$ cat config.mk
export PLATFORM = sky130hd
export DESIGN_NAME = smcd_top
export DESIGN_NICKNAME = d
export VERILOG_FILES = /design/src/rtl/smcd_lfsr.v /design/src/rtl/smcd_top.v
export VERILOG_INCLUDE_DIRS = /design/src /design/src/rtl
export SDC_FILE = /design/constraint.sdc
export NUM_CORES = 1
export LEC_CHECK = 0
export BUFFER_PORTS_ARGS = -buffer_cell sky130_fd_sc_hd__clkbuf_2
export CORE_UTILIZATION = 30
export DETAILED_ROUTE_END_ITERATION = 12
export SLEW_MARGIN = 5
export SYNTH_ARGS = -nofsm -noshare
export SYNTH_HDL_FRONTEND = slang
export SYNTH_HIERARCHICAL = 1
export SYNTH_SLANG_ARGS = --single-unit
$ cat constraint.sdc
create_clock -name i_clock -period 1.97 [get_ports i_clock]
set_input_delay 0.4925 -clock i_clock [delete_from_list [all_inputs] [get_ports i_clock]]
set_output_delay 0.4925 -clock i_clock [all_outputs]
set_load 0.005 [all_outputs]
$ cat src/rtl/smcd_defines.vh
// constants for the sbc mode command decoder
// assumes frames arrive as whole 16-bit words from an spi front end
// Behaviour
// - mode 0_1100..0_1111 selects lp regulator off, bit1 forced wake, bit0 sense
// - mode 1_xxxx selects lp regulator on, low bits wake, sense, cyclic int, wdog
// - pending wake-up flag makes device enter lp then wake at once
// - write 0x5C10 in lp regulator-on mode wakes device to normal request
// - global commands decode address bits 13-9 with bits 15-14, bit 8 set, bits 6-0 clear
// - random code protection enabled only in init, by misc setup bit 7
// - in normal mode 0x1D00 or 0x1D80 returns random code on miso bits 2-0
// - unprotected write 0x5C60 enters lp regulator off without sense or wake
// - 1D00 reports status, mode, random code; clears debug, leaves safe pin unchanged
// - 1D80 reports as 1D00 and turns safe pin off
// - DD00 reports mode, safe bit1, debug bit0; clears debug, leaves safe unchanged
// - DD80 reports as DD00, keeps debug, turns safe pin off
// - mode codes 00000 init, 00001 reprogram, 00010 normal req, 00011 normal
// - safe status bit reads zero while safe driver active, one when off
// - debug status bit reads one while debug mode active
// - mode register at address 01_110, mode in bits 7-3, inverted code 2-0
`ifndef SMCD_DEFINES_VH
`define SMCD_DEFINES_VH
`define SMCD_ADDR_MODE    5'h0E
`define SMCD_ADDR_MISC    5'h0D
`define SMCD_MISC_RND_BIT 7
`define SMCD_RW_WRITE     2'h1
`define SMCD_RW_GLB_A     2'h0
`define SMCD_RW_GLB_B     2'h3
`define SMCD_MODE_INIT    5'h00
`define SMCD_MODE_FLASH   5'h01
`define SMCD_MODE_NREQ    5'h02
`define SMCD_MODE_NORMAL  5'h03
`define SMCD_LPOFF_BASE   3'h3
`define SMCD_FIX_STATUS   8'h00
`define SMCD_RND_RESET    3'h5
`endif

$ cat src/rtl/smcd_lfsr.v
// free-running 3-bit pseudo random source for the low-power entry code
// assumes one clock; never reaches the all-zero lock state
`timescale 1ns/1ps
`default_nettype none
module smcd_lfsr #(
  parameter [2:0] SEED = 3'h5
) (
  // clock and reset
  input  wire       i_clock,
  input  wire       i_rst_n,
  // code
  output reg  [2:0] o_code
);
  always @(posedge i_clock) begin
    if (!i_rst_n) begin
      o_code <= SEED;
    end else begin
      o_code <= {o_code[1:0], o_code[2] ^ o_code[1]};
    end
  end
endmodule
`default_nettype wire

$ cat src/rtl/smcd_top.v
// mode register command decoder: low-power selection, random code guard,
// global read commands for mode, safe pin and debug state
// assumes i_frame_valid pulses once per complete 16-bit frame on i_clock
`timescale 1ns/1ps
`default_nettype none
`include "smcd_defines.vh"
module smcd_top (
  // clock and reset
  input  wire        i_clock,
  input  wire        i_rst_n,
  // decoded spi frame
  input  wire        i_frame_valid,
  input  wire [15:0] i_frame,
  // wake sources and fail-safe side
  input  wire        i_wake_flag_pending,
  input  wire        i_debug_entry,
  input  wire        i_safe_assert,
  input  wire        i_init_to_normal,
  // reply and state
  output reg  [15:0] o_miso_word,
  output reg         o_miso_valid,
  output reg  [4:0]  o_mode,
  output reg         o_lp_vdd_off,
  output reg         o_lp_vdd_on,
  output reg         o_forced_wakeup_enable,
  output reg         o_cyclic_sense_enable,
  output reg         o_cyclic_int_enable,
  output reg         o_lp_watchdog_enable,
  output reg         o_safe_pin_active,
  output reg         o_debug_active,
  output reg         o_random_protect,
  output reg         o_wake_event
);
  wire [2:0] rnd_code;
  reg        pend_s1;
  reg        pend_s2;
  reg        dbg_s1;
  reg        dbg_s2;
  reg        safe_s1;
  reg        safe_s2;
  reg        lp_wake_pending;
  wire [1:0] rw      = i_frame[15:14];
  wire [4:0] addr    = i_frame[13:9];
  wire       p_bit   = i_frame[8];
  wire [4:0] wmode   = i_frame[7:3];
  wire [2:0] wcode   = i_frame[2:0];
  wire       to_mode = i_frame_valid && addr == `SMCD_ADDR_MODE;
  wire       is_glb  = to_mode && p_bit && (rw == `SMCD_RW_GLB_A || rw == `SMCD_RW_GLB_B)
                       && i_frame[6:0] == 7'h00;
  wire       is_wr   = to_mode && rw == `SMCD_RW_WRITE;
  wire       is_lpoff = wmode[4:2] == `SMCD_LPOFF_BASE;
  wire       is_lpon  = wmode[4];
  wire       in_lp    = o_lp_vdd_off || o_lp_vdd_on;
  // protection compares against the inverse of the code taken at the last global command in normal mode
  reg  [2:0] last_code;
  wire       code_ok  = !o_random_protect || (wcode == ~last_code);
  wire       lp_req   = is_wr && (is_lpoff || is_lpon) && !in_lp
                        && o_mode == `SMCD_MODE_NORMAL;

  smcd_lfsr #(
    .SEED (`SMCD_RND_RESET)
  ) u_lfsr (
    .i_clock (i_clock),
    .i_rst_n (i_rst_n),
    .o_code  (rnd_code)
  );

  always @(posedge i_clock) begin
    if (!i_rst_n) begin
      pend_s1 <= 1'b0;
      pend_s2 <= 1'b0;
      dbg_s1  <= 1'b0;
      dbg_s2  <= 1'b0;
      safe_s1 <= 1'b0;
      safe_s2 <= 1'b0;
    end else begin
      pend_s1 <= i_wake_flag_pending;
      pend_s2 <= pend_s1;
      dbg_s1  <= i_debug_entry;
      dbg_s2  <= dbg_s1;
      safe_s1 <= i_safe_assert;
      safe_s2 <= safe_s1;
    end
  end

  always @(posedge i_clock) begin
    if (!i_rst_n) begin
      o_mode                 <= `SMCD_MODE_INIT;
      o_lp_vdd_off           <= 1'b0;
      o_lp_vdd_on            <= 1'b0;
      o_forced_wakeup_enable <= 1'b0;
      o_cyclic_sense_enable  <= 1'b0;
      o_cyclic_int_enable    <= 1'b0;
      o_lp_watchdog_enable   <= 1'b0;
      o_random_protect       <= 1'b0;
      o_wake_event           <= 1'b0;
      lp_wake_pending        <= 1'b0;
      last_code              <= 3'h0;
    end else begin
      o_wake_event <= 1'b0;
      if (i_frame_valid && addr == `SMCD_ADDR_MISC && rw == `SMCD_RW_WRITE
          && o_mode == `SMCD_MODE_INIT) begin
        o_random_protect <= i_frame[`SMCD_MISC_RND_BIT];
      end
      if (o_mode == `SMCD_MODE_INIT && i_init_to_normal) begin
        o_mode <= `SMCD_MODE_NORMAL;
      end
      if (is_glb && o_mode == `SMCD_MODE_NORMAL) begin
        last_code <= rnd_code;
      end
      if (lp_req && code_ok) begin
        o_mode          <= wmode;
        lp_wake_pending <= pend_s2;
        if (is_lpon) begin
          o_lp_vdd_on            <= 1'b1;
          o_forced_wakeup_enable <= wmode[3];
          o_cyclic_sense_enable  <= wmode[2];
          o_cyclic_int_enable    <= wmode[1];
          o_lp_watchdog_enable   <= wmode[0];
        end else begin
          o_lp_vdd_off           <= 1'b1;
          o_forced_wakeup_enable <= wmode[1];
          o_cyclic_sense_enable  <= wmode[0];
          o_cyclic_int_enable    <= 1'b0;
          o_lp_watchdog_enable   <= 1'b0;
        end
      end else if (in_lp && (lp_wake_pending || pend_s2
                   || (o_lp_vdd_on && is_wr && wmode == `SMCD_MODE_NREQ))) begin
        o_mode                 <= `SMCD_MODE_NREQ;
        o_lp_vdd_off           <= 1'b0;
        o_lp_vdd_on            <= 1'b0;
        o_forced_wakeup_enable <= 1'b0;
        o_cyclic_sense_enable  <= 1'b0;
        o_cyclic_int_enable    <= 1'b0;
        o_lp_watchdog_enable   <= 1'b0;
        o_wake_event           <= 1'b1;
        lp_wake_pending        <= 1'b0;
      end else if (o_mode == `SMCD_MODE_NREQ && is_wr && wmode == `SMCD_MODE_NORMAL) begin
        o_mode <= `SMCD_MODE_NORMAL;
      end
    end
  end

  // safe pin and debug: set from the fail-safe side wins over a clear
  always @(posedge i_clock) begin
    if (!i_rst_n) begin
      o_safe_pin_active <= 1'b0;
      o_debug_active    <= 1'b0;
    end else begin
      if (safe_s2) begin
        o_safe_pin_active <= 1'b1;
      end else if (is_glb && i_frame[7]) begin
        o_safe_pin_active <= 1'b0;
      end
      if (dbg_s2) begin
        o_debug_active <= 1'b1;
      end else if (is_glb && !i_frame[7]) begin
        o_debug_active <= 1'b0;
      end
    end
  end

  // reply word, mode in 7-3 per register layout
  always @(posedge i_clock) begin
    if (!i_rst_n) begin
      o_miso_word  <= 16'h0000;
      o_miso_valid <= 1'b0;
    end else begin
      o_miso_valid <= is_glb;
      if (is_glb) begin
        if (rw == `SMCD_RW_GLB_A) begin
          o_miso_word <= {`SMCD_FIX_STATUS, o_mode, rnd_code};
        end else begin
          o_miso_word <= {`SMCD_FIX_STATUS, o_mode, 1'b0, ~o_safe_pin_active,
                          o_debug_active};
        end
      end
    end
  end
endmodule
`default_nettype wire

==> impl_metrics.json <==
{
  "status": "finished, final reports clean",
  "n_antenna_cell": 0,
  "gp_congestion": 0.833,
  "core_area_um2": 5540,
  "cts_made_buffers": 5,
  "postCtsSetupBuffers": 0,
  "post-route-util": 0.388,
  "hold_start": "i_debug_entry",
  "final_cells": 318,
  "fin_crit_ns": 1.65,
  "cp_cell_sequence": "nor4_1 -> nand4_1 -> or3_1 -> a21oi_1",
  "dieHeight_um": 78.3,
  "grt_max_degree": 18,
  "r2r_start": "o_mode[4]",
  "worst_slew_pin_slew_ns": 0.606,
  "clk_latency_ns": 0.29,
  "drt_iter0_drc": 103,
  "port_buffers": 46,
  "fin_skew_ns": 0.00748,
  "viasPerCell": 4.92,
  "hold_path_depth": 2,
  "hold_buffers": 0,
  "clockRootBuffer": "clkbuf_8",
  "initial_core_util": 0.315,
  "drc": 0,
  "setup_viol": 0,
  "grt_overflow": 0,
  "antenna_found_initial": 0,
  "worstHoldEndpoint": "dbg_s1",
  "ir_worst_vdd_uv": 623,
  "startpoint_type": "register",
  "yosysWarnings": 6,
  "min_period_over_period": 0.839,
  "syn-cell-area_um2": 1750,
  "fin_ws_ns": 0.318,
  "ys_seq_area_frac": 0.424,
  "worstSetupPathType": "register to register",
  "dpl.hpwl_mm": 3.20,
  "multiInputGateArea_um2": 866,
  "p_per_area_nw_per_um2": 695,
  "vias": 1563,
  "leakage_nw": 0.894,
  "cts_tree": "done",
  "row_count": 27,
  "track_usage": 0.146,
  "slew_headroom": 0.592,
  "seq_area_um2": 741,
  "final-hold-violation-count": 0,
  "ctsLongestPathBuffers": 2,
  "timing.fmax_mhz": 605,
  "synth_cells": 193,
  "post-place-ws_ns": 0.135,
  "rsz0062_at_grt": "false",
  "wirelength_mm": 4.24,
  "crit_path_top_delay_cell": "nor4_1",
  "dr.pass1.iters": 4,
  "slowest_delay_ns": 0.58,
  "r2r-end": "o_random_protect",
  "grt_pass1_vias": 1471,
  "chipWidth_um": 78.3,
  "drtAntennaViolNets": 0,
  "cp_data_arrival_time_ns": 1.87,
  "setup_tns_ns": 0,
  "ys_types": 43,
  "path_clk_slew_ns": 0.07,
  "cts_sinks": 37,
  "die-area_um2": 6130,
  "grt_pass1_wl_mm": 7.04,
  "design_power_total_w": 0.00149,
  "htreeDepth": 2,
  "hp-class": "primary input to register",
  "cap_violations": 0,
  "slew_violations": 0,
  "cts_resized": 0,
  "r2r_slack_ns": 0.32,
  "drive_gt1_frac": 0.305,
  "ys_ff_latch": 37,
  "fin_nets": 270,
  "r2r_cells": 4,
  "wire_per_inst_um": 13.3,
  "placed_cells": 310,
  "area_growth_pct": 23.1,
  "syn_avg_cell_area_um2": 9.04,
  "endpoint_kind": "register",
  "critPathMaxFanout": 5,
  "pin_count": 55,
  "fillers": 575,
  "required_ns": 2.19
}
[cell usage after synthesis, drive strengths merged]
cell    instances  area, µm²
a211oi          2       20.0
a21oi          16       80.1
a31oi           1       6.26
a32o            1       10.0
a41oi           3       26.3
and2           11       68.8
and3            3       23.8
and3b           1       8.76
and4            1       8.76
and4b           2       20.0
buf            15        120
clkbuf          6       22.5
conb            1       3.75
dfxtp          37        741
ha              2       25.0
inv             6       22.5
mux2            1       11.3
mux2i           6       60.1
nand2           8       30.0
nand2b          2       12.5
nand3          14       70.1
nand4          11       68.8
nor2            9       36.3
nor2b           2       12.5
nor3            2       10.0
nor4            2       12.5
nor4b           2       23.8
o211ai          1       7.51
o21a            1       7.51
o21ai           9       45.0
o221a           1       11.3
o22ai           1       6.26
o31ai           7       57.6
or3             1       6.26
or4b            1       13.8
xnor2           4       35.0
[state kept, by name, indices dropped and copies added, names as in the netlist]
name,flops
o_miso_word,8
o_mode,5
last_code,3
u_lfsr/o_code,3
dbg_s1,1
dbg_s2,1
lp_wake_pending,1
o_cyclic_int_enable,1
o_cyclic_sense_enable,1
o_debug_active,1
o_forced_wakeup_enable,1
o_lp_vdd_off,1
o_lp_vdd_on,1
o_lp_watchdog_enable,1
o_miso_valid,1
o_random_protect,1
o_safe_pin_active,1
o_wake_event,1
pend_s1,1
pend_s2,1
safe_s1,1
safe_s2,1
[worst max path at each step]
stage	end	slack (ns)	cells past startpoint	from
after global routing	o_random_protect	0.14	4	o_mode[4]
final	o_random_protect	0.32	4	o_mode[4]
after global placement	last_code[2]	0.20	8	i_frame[14]
after CTS	o_random_protect	0.33	4	o_mode[4]
after floorplan	o_mode[2]	0.22	7	i_frame[12]
after detailed placement	o_miso_word[0]	0.13	6	i_frame[9]
[final cells by class]
| type | instances | share of cell area |
|---|---|---|
| repair buffers | 59 | 0.153 |
| inverters | 6 | 0.0105 |
| clock buffers | 7 | 0.0448 |
| multi-input cells | 136 | 0.403 |
| well taps | 72 | 0.0419 |
| flip-flops and latches | 37 | 0.345 |
| clock inverters | 1 | 0.00233 |
[per-layer routing]
layer  share of wire  up-vias  GRT usage  routed length (µm)
met5               0        -          0                   0
met4           0.012        0     0.0444                  50
met3           0.060        8     0.0384                 253
met2            0.43       63      0.231                1810
met1            0.50      707      0.195                2120
li1                -      785          -                   -
[critical path, delay by kind of cell (launching register included)]
| family | cells | cell delay [ns] |
|---|---|---|
| flops | 1 | 0.36 |
| compound gates | 1 | 0.15 |
| simple gates | 3 | 1.08 |
[logic make-up (layout without fill, tap and decap cells)]
logic type               count (synthesis)  count (layout)  share of synthesized area
AND/OR/NAND/NOR                         72              72                      0.244
AO/OA/AOI/OAI                           43              43                      0.159
flip-flops                              37              37                      0.424
buffers and inverters                   27              73                     0.0946
multiplexers                             7               7                     0.0409
XOR/XNOR                                 4               4                     0.0201
adder cells (fa/ha/maj)                  2               2                     0.0143
other                                    1               8                    0.00215
[power breakdown]
part           switching (W)  internal (W)  leakage, nW
clock network       0.000262      0.000316       0.0542
logic              0.0000747     0.0000583        0.539
registers          0.0000172      0.000766        0.301
total               0.000354       0.00114        0.894
[placed cells by master (no fill, tap or decap), types with 2 or more instances in the layout]
cell,netlist,layout
nand3_1,14,14
buf_4,8,13
ha_1,2,2
o21ai_0,9,9
a41oi_1,3,3
clkbuf_2,0,46
xnor2_1,4,4
and4b_1,2,2
nand4_1,11,11
nand2_1,8,8
inv_1,6,6
mux2i_1,6,6
and2_1,11,11
clkbuf_8,0,7
dfxtp_1,37,37
and3_1,2,2
nor2b_1,2,2
nand2b_1,2,2
a21oi_1,16,16
o31ai_1,6,6
conb_1,1,8
nor2_1,8,8
nor3_1,2,2
nor4_1,2,2
[metrics by stage]
step	hold slack, ns	cell area (µm²)
5_1_grt	0.404	2150
6_report	0.408	2150
2_1_floorplan	0.412	1770
3_5_place_dp	0.423	2050
4_1_cts	0.404	2150
3_3_place_gp	0.413	2050
No activity file was read; power rests on OpenSTA's default activity.
